### src/logic/fe_rx_pkg.sv
// constants for the 100 Mb/s receive line decoder and pcs
package fe_rx_pkg;

  // timing, in the units printed, and derived cycle counts at sys_clk
  localparam int CLK_PERIOD_NS = 10;
  localparam int SD_QUAL_NS    = 1000;
  localparam int SD_QUAL_CYC   = (SD_QUAL_NS + CLK_PERIOD_NS - 1) / CLK_PERIOD_NS;
  localparam int LINK_UP_US    = 395;
  localparam int LINK_UP_CYC   = (LINK_UP_US * 1000 + CLK_PERIOD_NS - 1) / CLK_PERIOD_NS;
  localparam int HOLD_US       = 722;
  localparam int HOLD_CYC      = (HOLD_US * 1000) / CLK_PERIOD_NS;

  // code-group geometry and sync thresholds
  localparam int CG_BITS          = 5;
  localparam int LOCK_IDLE_GROUPS = 12;
  localparam int LOCK_ONES        = LOCK_IDLE_GROUPS * CG_BITS;
  localparam int HOLD_IDLE_BITS   = 58;
  localparam int END_IDLE_GROUPS  = 2;
  localparam int FCE_W            = 16;

  // scrambler polynomial x^11 + x^9 + 1
  localparam int SCR_W = 11;
  localparam int TAP_A = 10;
  localparam int TAP_B = 8;

  // code-groups and nibbles
  localparam logic [4:0] CG_IDLE      = 5'h1f;
  localparam logic [4:0] CG_J         = 5'h18;
  localparam logic [4:0] CG_K         = 5'h11;
  localparam logic [4:0] CG_T         = 5'h0d;
  localparam logic [4:0] CG_R         = 5'h07;
  localparam logic [9:0] JK_PAIR      = {CG_J, CG_K};
  localparam logic [9:0] SR_ALL_ONES  = 10'h3ff;
  localparam int         SSD_ZERO_POS = 7;
  localparam logic [3:0] NIB_PREAMBLE = 4'h5;
  localparam logic [3:0] NIB_BAD_SSD  = 4'he;
  localparam logic [1:0] LVL_RESET    = 2'h0;

  typedef enum logic [1:0] {ST_IDLE, ST_DATA, ST_BAD} pcs_state_e;

endpackage : fe_rx_pkg

### src/logic/fe_rx_pcs_decoder.sv
// 100 Mb/s receive back end: line decode, descrambler, aligner, 5b/4b decode, link monitor
// Contract
// - link pulses alone never raise signal detect
// - three-level symbols become a binary nrzi stream first
// - nrzi becomes nrz: transition is one, none is zero
// - received bits are grouped into 5-bit symbols for the pcs
// - descrambler keystream matches far scrambler; data is scrambled bit xor keystream
// - lock only after 12 consecutive unscrambled idle groups
// - hold timer of 722 us restarts on 58 bit times of idle
// - hold timer expiry drops lock and fully resets the descrambler
// - symbol boundary fixed when J/K pair 11000 10001 is seen
// - aligner reads descrambler output, or nrz directly when bypassed
// - groups decode by table; J/K after idles gives nibbles 0101 0101
// - decoding ends on T/R or on two idle groups
// - link up only after signal detect held 395 us
// - idle to non-idle without J/K is a bad start of stream
// - bad start drives rx_er and rxd 1110 each group until two idles
// - each bad start adds exactly one to the false carrier counter
// - after bad start, two idles drop rx_er and crs
// - control groups inside data are invalid and raise rx_er
// - end of stream is 01101 then 00111
`timescale 1ns/1ns
`default_nettype none

module fe_rx_pcs_decoder #(
  parameter int SD_CYC   = fe_rx_pkg::SD_QUAL_CYC,
  parameter int LINK_CYC = fe_rx_pkg::LINK_UP_CYC,
  parameter int HOLD_CYC = fe_rx_pkg::HOLD_CYC
) (
  input  wire logic                        sys_clk,
  input  wire logic                        rst_n,
  input  wire logic                        sig_energy,
  input  wire logic                        sym_valid,
  input  wire logic [1:0]                  sym_level,
  input  wire logic                        descr_bypass,
  output logic                             link_up,
  output logic                             descr_locked,
  output logic [3:0]                       rxd,
  output logic                             rx_dv,
  output logic                             rx_er,
  output logic                             crs,
  output logic                             rx_nib_stb,
  output logic [fe_rx_pkg::FCE_W-1:0]      false_carrier_event_counter
);
  import fe_rx_pkg::*;
  localparam int SD_W   = $clog2(SD_CYC + 1);
  localparam int LINK_W = $clog2(LINK_CYC + 1);
  localparam int HOLD_W = $clog2(HOLD_CYC + 1);
  // data code-groups packed by nibble value, nibble 0 in the low five bits
  localparam logic [79:0] DATA_CG = {5'h1d, 5'h1c, 5'h1b, 5'h1a, 5'h17, 5'h16, 5'h13, 5'h12,
                                     5'h0f, 5'h0e, 5'h0b, 5'h0a, 5'h15, 5'h14, 5'h09, 5'h1e};

  // 5b to {valid, nibble}; control and violation codes miss the table, so come back invalid
  function automatic logic [4:0] decode_cg(input logic [4:0] cg);
    logic [4:0] r;
    r = 5'h00;
    for (int i = 0; i < 16; i++) begin
      if (cg == DATA_CG[5*i +: 5]) begin
        r = {1'b1, 4'(i)};
      end
    end
    return r;
  endfunction : decode_cg

  ////////////////////////////////////////////////////////////////////////////
  // signal detect qualification and link monitor
  logic [SD_W-1:0]   sd_cnt_r, sd_cnt_nxt;
  logic [LINK_W-1:0] link_cnt_r, link_cnt_nxt;
  logic              link_up_r, link_up_nxt;
  logic              sig_det;
  // a link pulse is ~100 ns, far shorter than the qualification window
  assign sig_det = (sd_cnt_r == SD_W'(SD_CYC));
  always_comb begin
    sd_cnt_nxt   = sd_cnt_r;
    link_cnt_nxt = link_cnt_r;
    link_up_nxt  = link_up_r;
    if (!sig_energy) begin
      sd_cnt_nxt = '0;
    end else if (!sig_det) begin
      sd_cnt_nxt = sd_cnt_r + SD_W'(1);
    end
    if (!sig_det) begin
      link_cnt_nxt = '0;
      link_up_nxt  = 1'b0;
    end else if (link_cnt_r == LINK_W'(LINK_CYC - 1)) begin
      link_up_nxt = 1'b1;
    end else begin
      link_cnt_nxt = link_cnt_r + LINK_W'(1);
    end
  end

  always_ff @(posedge sys_clk) begin
    if (!rst_n) begin
      sd_cnt_r   <= '0;
      link_cnt_r <= '0;
      link_up_r  <= 1'b0;
    end else begin
      sd_cnt_r   <= sd_cnt_nxt;
      link_cnt_r <= link_cnt_nxt;
      link_up_r  <= link_up_nxt;
    end
  end
  assign link_up = link_up_r;

  ////////////////////////////////////////////////////////////////////////////
  // mlt-3 to nrzi to nrz
  logic [1:0] lvl_r, lvl_nxt;
  logic       nrzi_r, nrzi_nxt;
  logic       nrz_bit;

  always_comb begin
    lvl_nxt  = lvl_r;
    nrzi_nxt = nrzi_r;
    if (sym_valid) begin
      lvl_nxt  = sym_level;
      nrzi_nxt = nrzi_r ^ (sym_level != lvl_r);
    end
  end
  assign nrz_bit = nrzi_nxt ^ nrzi_r;
  always_ff @(posedge sys_clk) begin
    if (!rst_n) begin
      lvl_r  <= LVL_RESET;
      nrzi_r <= 1'b0;
    end else begin
      lvl_r  <= lvl_nxt;
      nrzi_r <= nrzi_nxt;
    end
  end

  ////////////////////////////////////////////////////////////////////////////
  // descrambler, lock search and hold timer
  logic [SCR_W-1:0]  lfsr_r, lfsr_nxt;
  logic              lock_r, lock_nxt;
  logic [6:0]        run_r, run_nxt;
  logic [HOLD_W-1:0] hold_r, hold_nxt;
  logic              key_bit;
  logic              ud_bit;
  logic              align_bit;
  assign key_bit   = lfsr_r[TAP_A] ^ lfsr_r[TAP_B];
  assign ud_bit    = nrz_bit ^ key_bit;
  assign align_bit = descr_bypass ? nrz_bit : ud_bit;
  // while searching, the lfsr is fed the keystream implied by idle (sd = ~n)
  always_comb begin
    lfsr_nxt = lfsr_r;
    lock_nxt = lock_r;
    run_nxt  = run_r;
    hold_nxt = hold_r;
    // link loss, or too little idle before expiry: start over from a clean register
    if (!link_up_r || (lock_r && hold_r == HOLD_W'(HOLD_CYC - 1))) begin
      lfsr_nxt = '0;
      lock_nxt = 1'b0;
      run_nxt  = '0;
      hold_nxt = '0;
    end else if (!lock_r) begin
      if (sym_valid) begin
        lfsr_nxt = {lfsr_r[SCR_W-2:0], ~nrz_bit};
        if (key_bit == ~nrz_bit) begin
          run_nxt = run_r + 7'h01;
          if (run_r == 7'(LOCK_ONES - 1)) begin
            lock_nxt = 1'b1;
            run_nxt  = '0;
            hold_nxt = '0;
          end
        end else begin
          run_nxt = '0;
        end
      end
    end else begin
      hold_nxt = hold_r + HOLD_W'(1);
      if (sym_valid) begin
        lfsr_nxt = {lfsr_r[SCR_W-2:0], key_bit};
        run_nxt  = ud_bit ? run_r + 7'h01 : 7'h00;
        if (ud_bit && run_r == 7'(HOLD_IDLE_BITS - 1)) begin
          hold_nxt = '0;
          run_nxt  = '0;
        end
      end
    end
  end
  always_ff @(posedge sys_clk) begin
    if (!rst_n) begin
      lfsr_r <= '0;
      lock_r <= 1'b0;
      run_r  <= '0;
      hold_r <= '0;
    end else begin
      lfsr_r <= lfsr_nxt;
      lock_r <= lock_nxt;
      run_r  <= run_nxt;
      hold_r <= hold_nxt;
    end
  end
  assign descr_locked = lock_r;

  ////////////////////////////////////////////////////////////////////////////
  // alignment, 5b/4b decode, bad start detection and mii outputs
  pcs_state_e       st_r, st_nxt;
  logic [9:0]       sr_r, sr_nxt;
  logic [2:0]       bit_r, bit_nxt;
  logic [4:0]       pend_r, pend_nxt;
  logic             pre_r, pre_nxt;
  logic [1:0]       idl_r, idl_nxt;
  logic [3:0]       rxd_r, rxd_nxt;
  logic             dv_r, dv_nxt;
  logic             er_r, er_nxt;
  logic             stb_r, stb_nxt;
  logic [FCE_W-1:0] fce_r, fce_nxt;
  logic             active;
  logic             grp_done;
  logic [4:0]       cg;
  logic [4:0]       pend_dec;
  assign active   = link_up_r && (lock_r || descr_bypass);
  // newest group built from the register, so cg reads no value the decode process writes
  assign cg       = {sr_r[3:0], align_bit};
  assign grp_done = sym_valid && (bit_r == 3'(CG_BITS - 1));
  assign pend_dec = decode_cg(pend_r);
  // output nibbles lag one group so the J slot can still carry preamble
  always_comb begin
    st_nxt   = st_r;
    sr_nxt   = sr_r;
    bit_nxt  = bit_r;
    pend_nxt = pend_r;
    pre_nxt  = pre_r;
    idl_nxt  = idl_r;
    rxd_nxt  = rxd_r;
    dv_nxt   = dv_r;
    er_nxt   = er_r;
    stb_nxt  = 1'b0;
    fce_nxt  = fce_r;
    if (!active) begin
      st_nxt  = ST_IDLE;
      sr_nxt  = SR_ALL_ONES;
      rxd_nxt = '0;
      dv_nxt  = 1'b0;
      er_nxt  = 1'b0;
    end else if (sym_valid) begin
      sr_nxt  = {sr_r[8:0], align_bit};
      bit_nxt = (bit_r == 3'(CG_BITS - 1)) ? 3'h0 : bit_r + 3'h1;
      case (st_r)
        ST_IDLE: begin
          // first zero after idle has reached the J position of the window
          if (!sr_nxt[SSD_ZERO_POS]) begin
            bit_nxt = '0;
            stb_nxt = 1'b1;
            idl_nxt = '0;
            if (sr_nxt == JK_PAIR) begin
              st_nxt  = ST_DATA;
              rxd_nxt = NIB_PREAMBLE;
              dv_nxt  = 1'b1;
              er_nxt  = 1'b0;
              pre_nxt = 1'b1;
            end else begin
              st_nxt  = ST_BAD;
              rxd_nxt = NIB_BAD_SSD;
              dv_nxt  = 1'b0;
              er_nxt  = 1'b1;
              fce_nxt = fce_r + FCE_W'(1);
            end
          end
        end
        ST_DATA: begin
          if (grp_done) begin
            stb_nxt = 1'b1;
            if ((cg == CG_IDLE && idl_r != 2'h0) ||
                (cg == CG_R && pend_r == CG_T && !pre_r)) begin
              st_nxt  = ST_IDLE;
              sr_nxt  = SR_ALL_ONES;
              rxd_nxt = '0;
              dv_nxt  = 1'b0;
              er_nxt  = 1'b0;
            end else begin
              rxd_nxt  = pre_r ? NIB_PREAMBLE : pend_dec[3:0];
              er_nxt   = !pre_r && !pend_dec[4];
              dv_nxt   = 1'b1;
              pend_nxt = cg;
              pre_nxt  = 1'b0;
              idl_nxt  = (cg == CG_IDLE) ? 2'h1 : 2'h0;
            end
          end
        end
        ST_BAD: begin
          if (grp_done) begin
            stb_nxt = 1'b1;
            idl_nxt = (cg == CG_IDLE) ? idl_r + 2'h1 : 2'h0;
            if (cg == CG_IDLE && idl_r == 2'(END_IDLE_GROUPS - 1)) begin
              st_nxt  = ST_IDLE;
              sr_nxt  = SR_ALL_ONES;
              rxd_nxt = '0;
              er_nxt  = 1'b0;
            end else begin
              rxd_nxt = NIB_BAD_SSD;
              er_nxt  = 1'b1;
            end
          end
        end
        default: st_nxt = ST_IDLE;
      endcase
    end
  end
  always_ff @(posedge sys_clk) begin
    if (!rst_n) begin
      st_r   <= ST_IDLE;
      sr_r   <= SR_ALL_ONES;
      bit_r  <= '0;
      pend_r <= CG_IDLE;
      pre_r  <= 1'b0;
      idl_r  <= '0;
      rxd_r  <= '0;
      dv_r   <= 1'b0;
      er_r   <= 1'b0;
      stb_r  <= 1'b0;
      fce_r  <= '0;
    end else begin
      st_r   <= st_nxt;
      sr_r   <= sr_nxt;
      bit_r  <= bit_nxt;
      pend_r <= pend_nxt;
      pre_r  <= pre_nxt;
      idl_r  <= idl_nxt;
      rxd_r  <= rxd_nxt;
      dv_r   <= dv_nxt;
      er_r   <= er_nxt;
      stb_r  <= stb_nxt;
      fce_r  <= fce_nxt;
    end
  end
  // carrier follows the state: good or bad start until idle returns
  assign crs                         = (st_r != ST_IDLE);
  assign rxd                         = rxd_r;
  assign rx_dv                       = dv_r;
  assign rx_er                       = er_r;
  assign rx_nib_stb                  = stb_r;
  assign false_carrier_event_counter = fce_r;
endmodule : fe_rx_pcs_decoder
`default_nettype wire

### config.mk
export PLATFORM = sky130hd
export DESIGN_NAME = fe_rx_pcs_decoder
export DESIGN_NICKNAME = d
export VERILOG_FILES = /design/src/logic/fe_rx_pkg.sv /design/src/logic/fe_rx_pcs_decoder.sv
export SDC_FILE = /design/constraint.sdc
export NUM_CORES = 1
export LEC_CHECK = 0
export ABC_CLOCK_PERIOD_IN_PS = 4800
export BUFFER_PORTS_ARGS = -buffer_cell sky130_fd_sc_hd__buf_4
export CORE_UTILIZATION = 57
export DETAILED_ROUTE_END_ITERATION = 16
export PLACE_DENSITY = 0.75
export SETUP_SLACK_MARGIN = 0.4
export SYNTH_ARGS = -nofsm -noshare
export SYNTH_HDL_FRONTEND = slang
export SYNTH_SLANG_ARGS = --single-unit
### constraint.sdc
create_clock -name sys_clk -period 4.8 [get_ports sys_clk]
set_input_delay 0.48 -clock sys_clk [delete_from_list [all_inputs] [get_ports sys_clk]]
set_output_delay 0.48 -clock sys_clk [all_outputs]
set_load 0.01 [all_outputs]
==> metrics.txt <==
post-synthesis sequential area ratio around two fifths; crit-path max cell delay roughly 480 ps; final worst slack 2399 ps; insertion delay to the later sink of the worst-skew pair ~370 ps; worst path cell trace xnor2_1 > nor2_1 > xor2_2 > o2111ai_1 > or3_1 > a21oi_1; initial core utilization between 60% and 70%; Nets 677; Cell Int Power around 1200 µW; I/O Pins 33; routed vias ~4,700; core area about 8900 µm²; Gate power share 3.0%; post-cts sizing count 0; top cells by count, synth dfxtp_1, nand2_1, nor2_1, nand3_1, a21oi_1; Synth cell types 65; Setup TNS 0 ps; most numerous cell in the Yosys netlist dfxtp_1; 1st-iter DRT viols roughly 310; final wirelength ~11,000 µm; Routed WL per cell ~15 µm; flops & latches, synth between 100 and 150; leak pwr approximately 0.0021 µW; Register Area between 2000 and 2500 µm²; actual slew at the worst max-slew pin ~900 ps; multi-input logic area about 3000 µm²; Post-CTS Setup Inserts 0; root buf cell clkbuf_8; clock-pin slew on the worst setup and hold paths roughly 100 ps; Req. time, crit path slightly above 5000 ps; Synth warnings 0; hold depth 3; status finished clean; r2r setup slk 2400 ps; max_slew headroom approximately two fifths; R2R depth 6; period utilisation layout around half; Syn Inst Count roughly 640; pwr/cell area around 260 nW/µm²; HP Class input pin to register; WP data arrival approximately 2700 ps; CTS Hold Bufs 0; post-route ant nets 0; detailed-route vias per instance between 6 and 7; CTS Buffer Depth 2; CP Launch Type register; synthesis-to-finish area growth 9.004%; CTS tree yes; Sw Ratio between 20 and 25%; Worst Clk Skew ~12 ps; antenna violations before repair 0; # clock sinks about 110; reg-to-reg critical path startpoint lfsr_r[10]; crit end category register; Setup violations, final 0; Synth area leader dfxtp_1; unrepaired setup endpoints after global routing no; setup slack at placement about 2200 ps; share of post-route cells with drive strength above 1 10.15%; hold slack final 356.9 ps; RR Endpoint false_carrier_event_counter[9]; DRT Pass-1 Iters 5; Die Span Y between 90 and 100 µm; Slowest-stage cell, CP xor2_2; Std-Cell Rows 34; hold endpoint lvl_r[0]; vias in the first global route between 4,000 and 5,000; dpl hpwl around 7800 µm; Placed Area 5622 µm²; Congestion Overflow GR 0; final number of max-transition violations 0; total die area a little under 10,000 µm²; ant diodes 0; top_reg_cell synth dfxtp_1; # port buffers 32; die outline width just under 100 µm; CTS Buf Count 9; Post-Syn Area per Cell around 8.4 µm²; critical path fanouts, max 13; Highest Clock Rate 416.5 MHz; Area contributors post-synth dfxtp_1, nand2_1, nor2_1; Final Hold Fails 0; number of synthesized flops with an enable pin 0; fin cells 768; post-synth top area share around 40%; pin count of the biggest net entering global routing 29; Sw Pwr 342.2 µW; post-route design area 5832 µm²; Post-Syn Nets about 660; kind of critical path register to register; Filler Cells Inserted 769; max_cap viols 0; Peak VDD IR 188.5 µV; GRT Util Overall approximately a quarter; GPL Wtd Cong 0.8618; Async SR Flop Fraction 0%; area of the mapped netlist 5350 µm²; placed insts around 750; first-pass GRT wire length 19,530 µm; Final min period about 2400 ps; Sequential Power Share 58.6%; DRC viols 0; Clock power frac between 30% and 40%; Hold Path Origin sym_level[0]; Max H-tree Level 3
==> worst max-delay path by stage <==
stage / startpoint / to / slack, ps / cells after the start
2_1_floorplan: sym_valid / false_carrier_event_counter[11] / 2800 / 7
6_report: lfsr_r[10] / false_carrier_event_counter[9] / 2400 / 6
3_5_place_dp: sym_level[1] / false_carrier_event_counter[9] / 2150 / 7
5_1_grt: lfsr_r[8] / run_r[5] / 2140 / 6
4_1_cts: lfsr_r[10] / false_carrier_event_counter[9] / 2350 / 6
3_3_place_gp: sym_level[0] / false_carrier_event_counter[9] / 2330 / 7
==> sequential cells by signal (all words and copies together) (netlist names), 4 cells and up <==
| register | cells |
|---|---|
| hold_r | 17 |
| false_carrier_event_counter | 16 |
| link_cnt_r | 16 |
| lfsr_r | 11 |
| sr_r | 9 |
| run_r | 7 |
| sd_cnt_r | 7 |
| pend_r | 5 |
| rxd | 4 |
==> critical path, delay by kind of cell, from the launching register on <==
family | cells | cell delay, ps
and+or+nand+nor | 2 | 600
AOI/OAI and AO/OA | 2 | 520
xor gates and xnor gates | 2 | 870
DFF | 1 | 330
==> per-stage QoR <==
stage,utilization [%],total power [µW]
after global placement,63.23,954.2
after CTS,65.59,1533
final,65.59,1520
after detailed placement,63.23,956.3
after floorplan,-,945.2
after global routing,65.59,1566
==> kinds of logic (layout without fill, tap and decap cells) <==
| kind of cell | Yosys count | after routing | share of synthesized area [%] |
|---|---|---|---|
| simple gates | 283 | 283 | 25.89 |
| fa+ha+maj | 15 | 15 | 3.508 |
| mux | 30 | 30 | 5.753 |
| buf+inv | 48 | 69 | 3.672 |
| compound gates | 123 | 123 | 15.60 |
| flops | 107 | 107 | 40.04 |
| xor+xnor | 33 | 33 | 5.543 |
==> cell usage in the layout, fill, tap and decap left out, types with 3 or more instances in the layout <==
master     count
o21ai_0       22
nand2_1       76
nand2b_1       5
nand3_1       40
inv_1         19
a311oi_1       5
xor2_1        20
nor2_1        74
mux2i_1       27
buf_4         33
nand4_1       11
o211ai_1       8
a31oi_1       14
and3_1        14
nor4_1         9
o21a_1         6
nand3b_1       5
nor3_1         8
xnor2_1       12
ha_1          15
o2111ai_1      4
or2_2          4
a21oi_1       33
o31a_1         3
dfxtp_1      107
clkbuf_8      11
a41oi_1        5
or3_1         19
and2_1         4
==> cell type report <==
| class | count | share of cell area [%] |
|---|---|---|
| Tap cell | 108 | 2.317 |
| Clock inverter | 4 | 0.9440 |
| Inverter | 20 | 1.287 |
| Clock buffer | 12 | 2.660 |
| Timing Repair Buffer | 33 | 4.248 |
| Sequential cell | 107 | 36.73 |
| Multi-Input combinational cell | 484 | 51.81 |
==> layer usage <==
metal / vias up / global-route usage, % / wire length, µm
met2: 89 / 39.70 / 5395
met1: 2243 / 32.72 / 5452
met4: 0 / 7.463 / 109
met3: 11 / 4.468 / 479
li1: 2317 / - / -
met5: - / 0 / 0
==> power groups by stage <==
stage / combinational (µW) / sequential, µW / clock [µW]
floorplan: 34.6 / 911 / 0
global placement: 43.4 / 911 / 0
global route: 50.0 / 891 / 625
CTS: 45.3 / 890 / 597
finish: 45.0 / 890 / 584
detailed placement: 45.2 / 911 / 0
(Power assumes the default switching activity.)
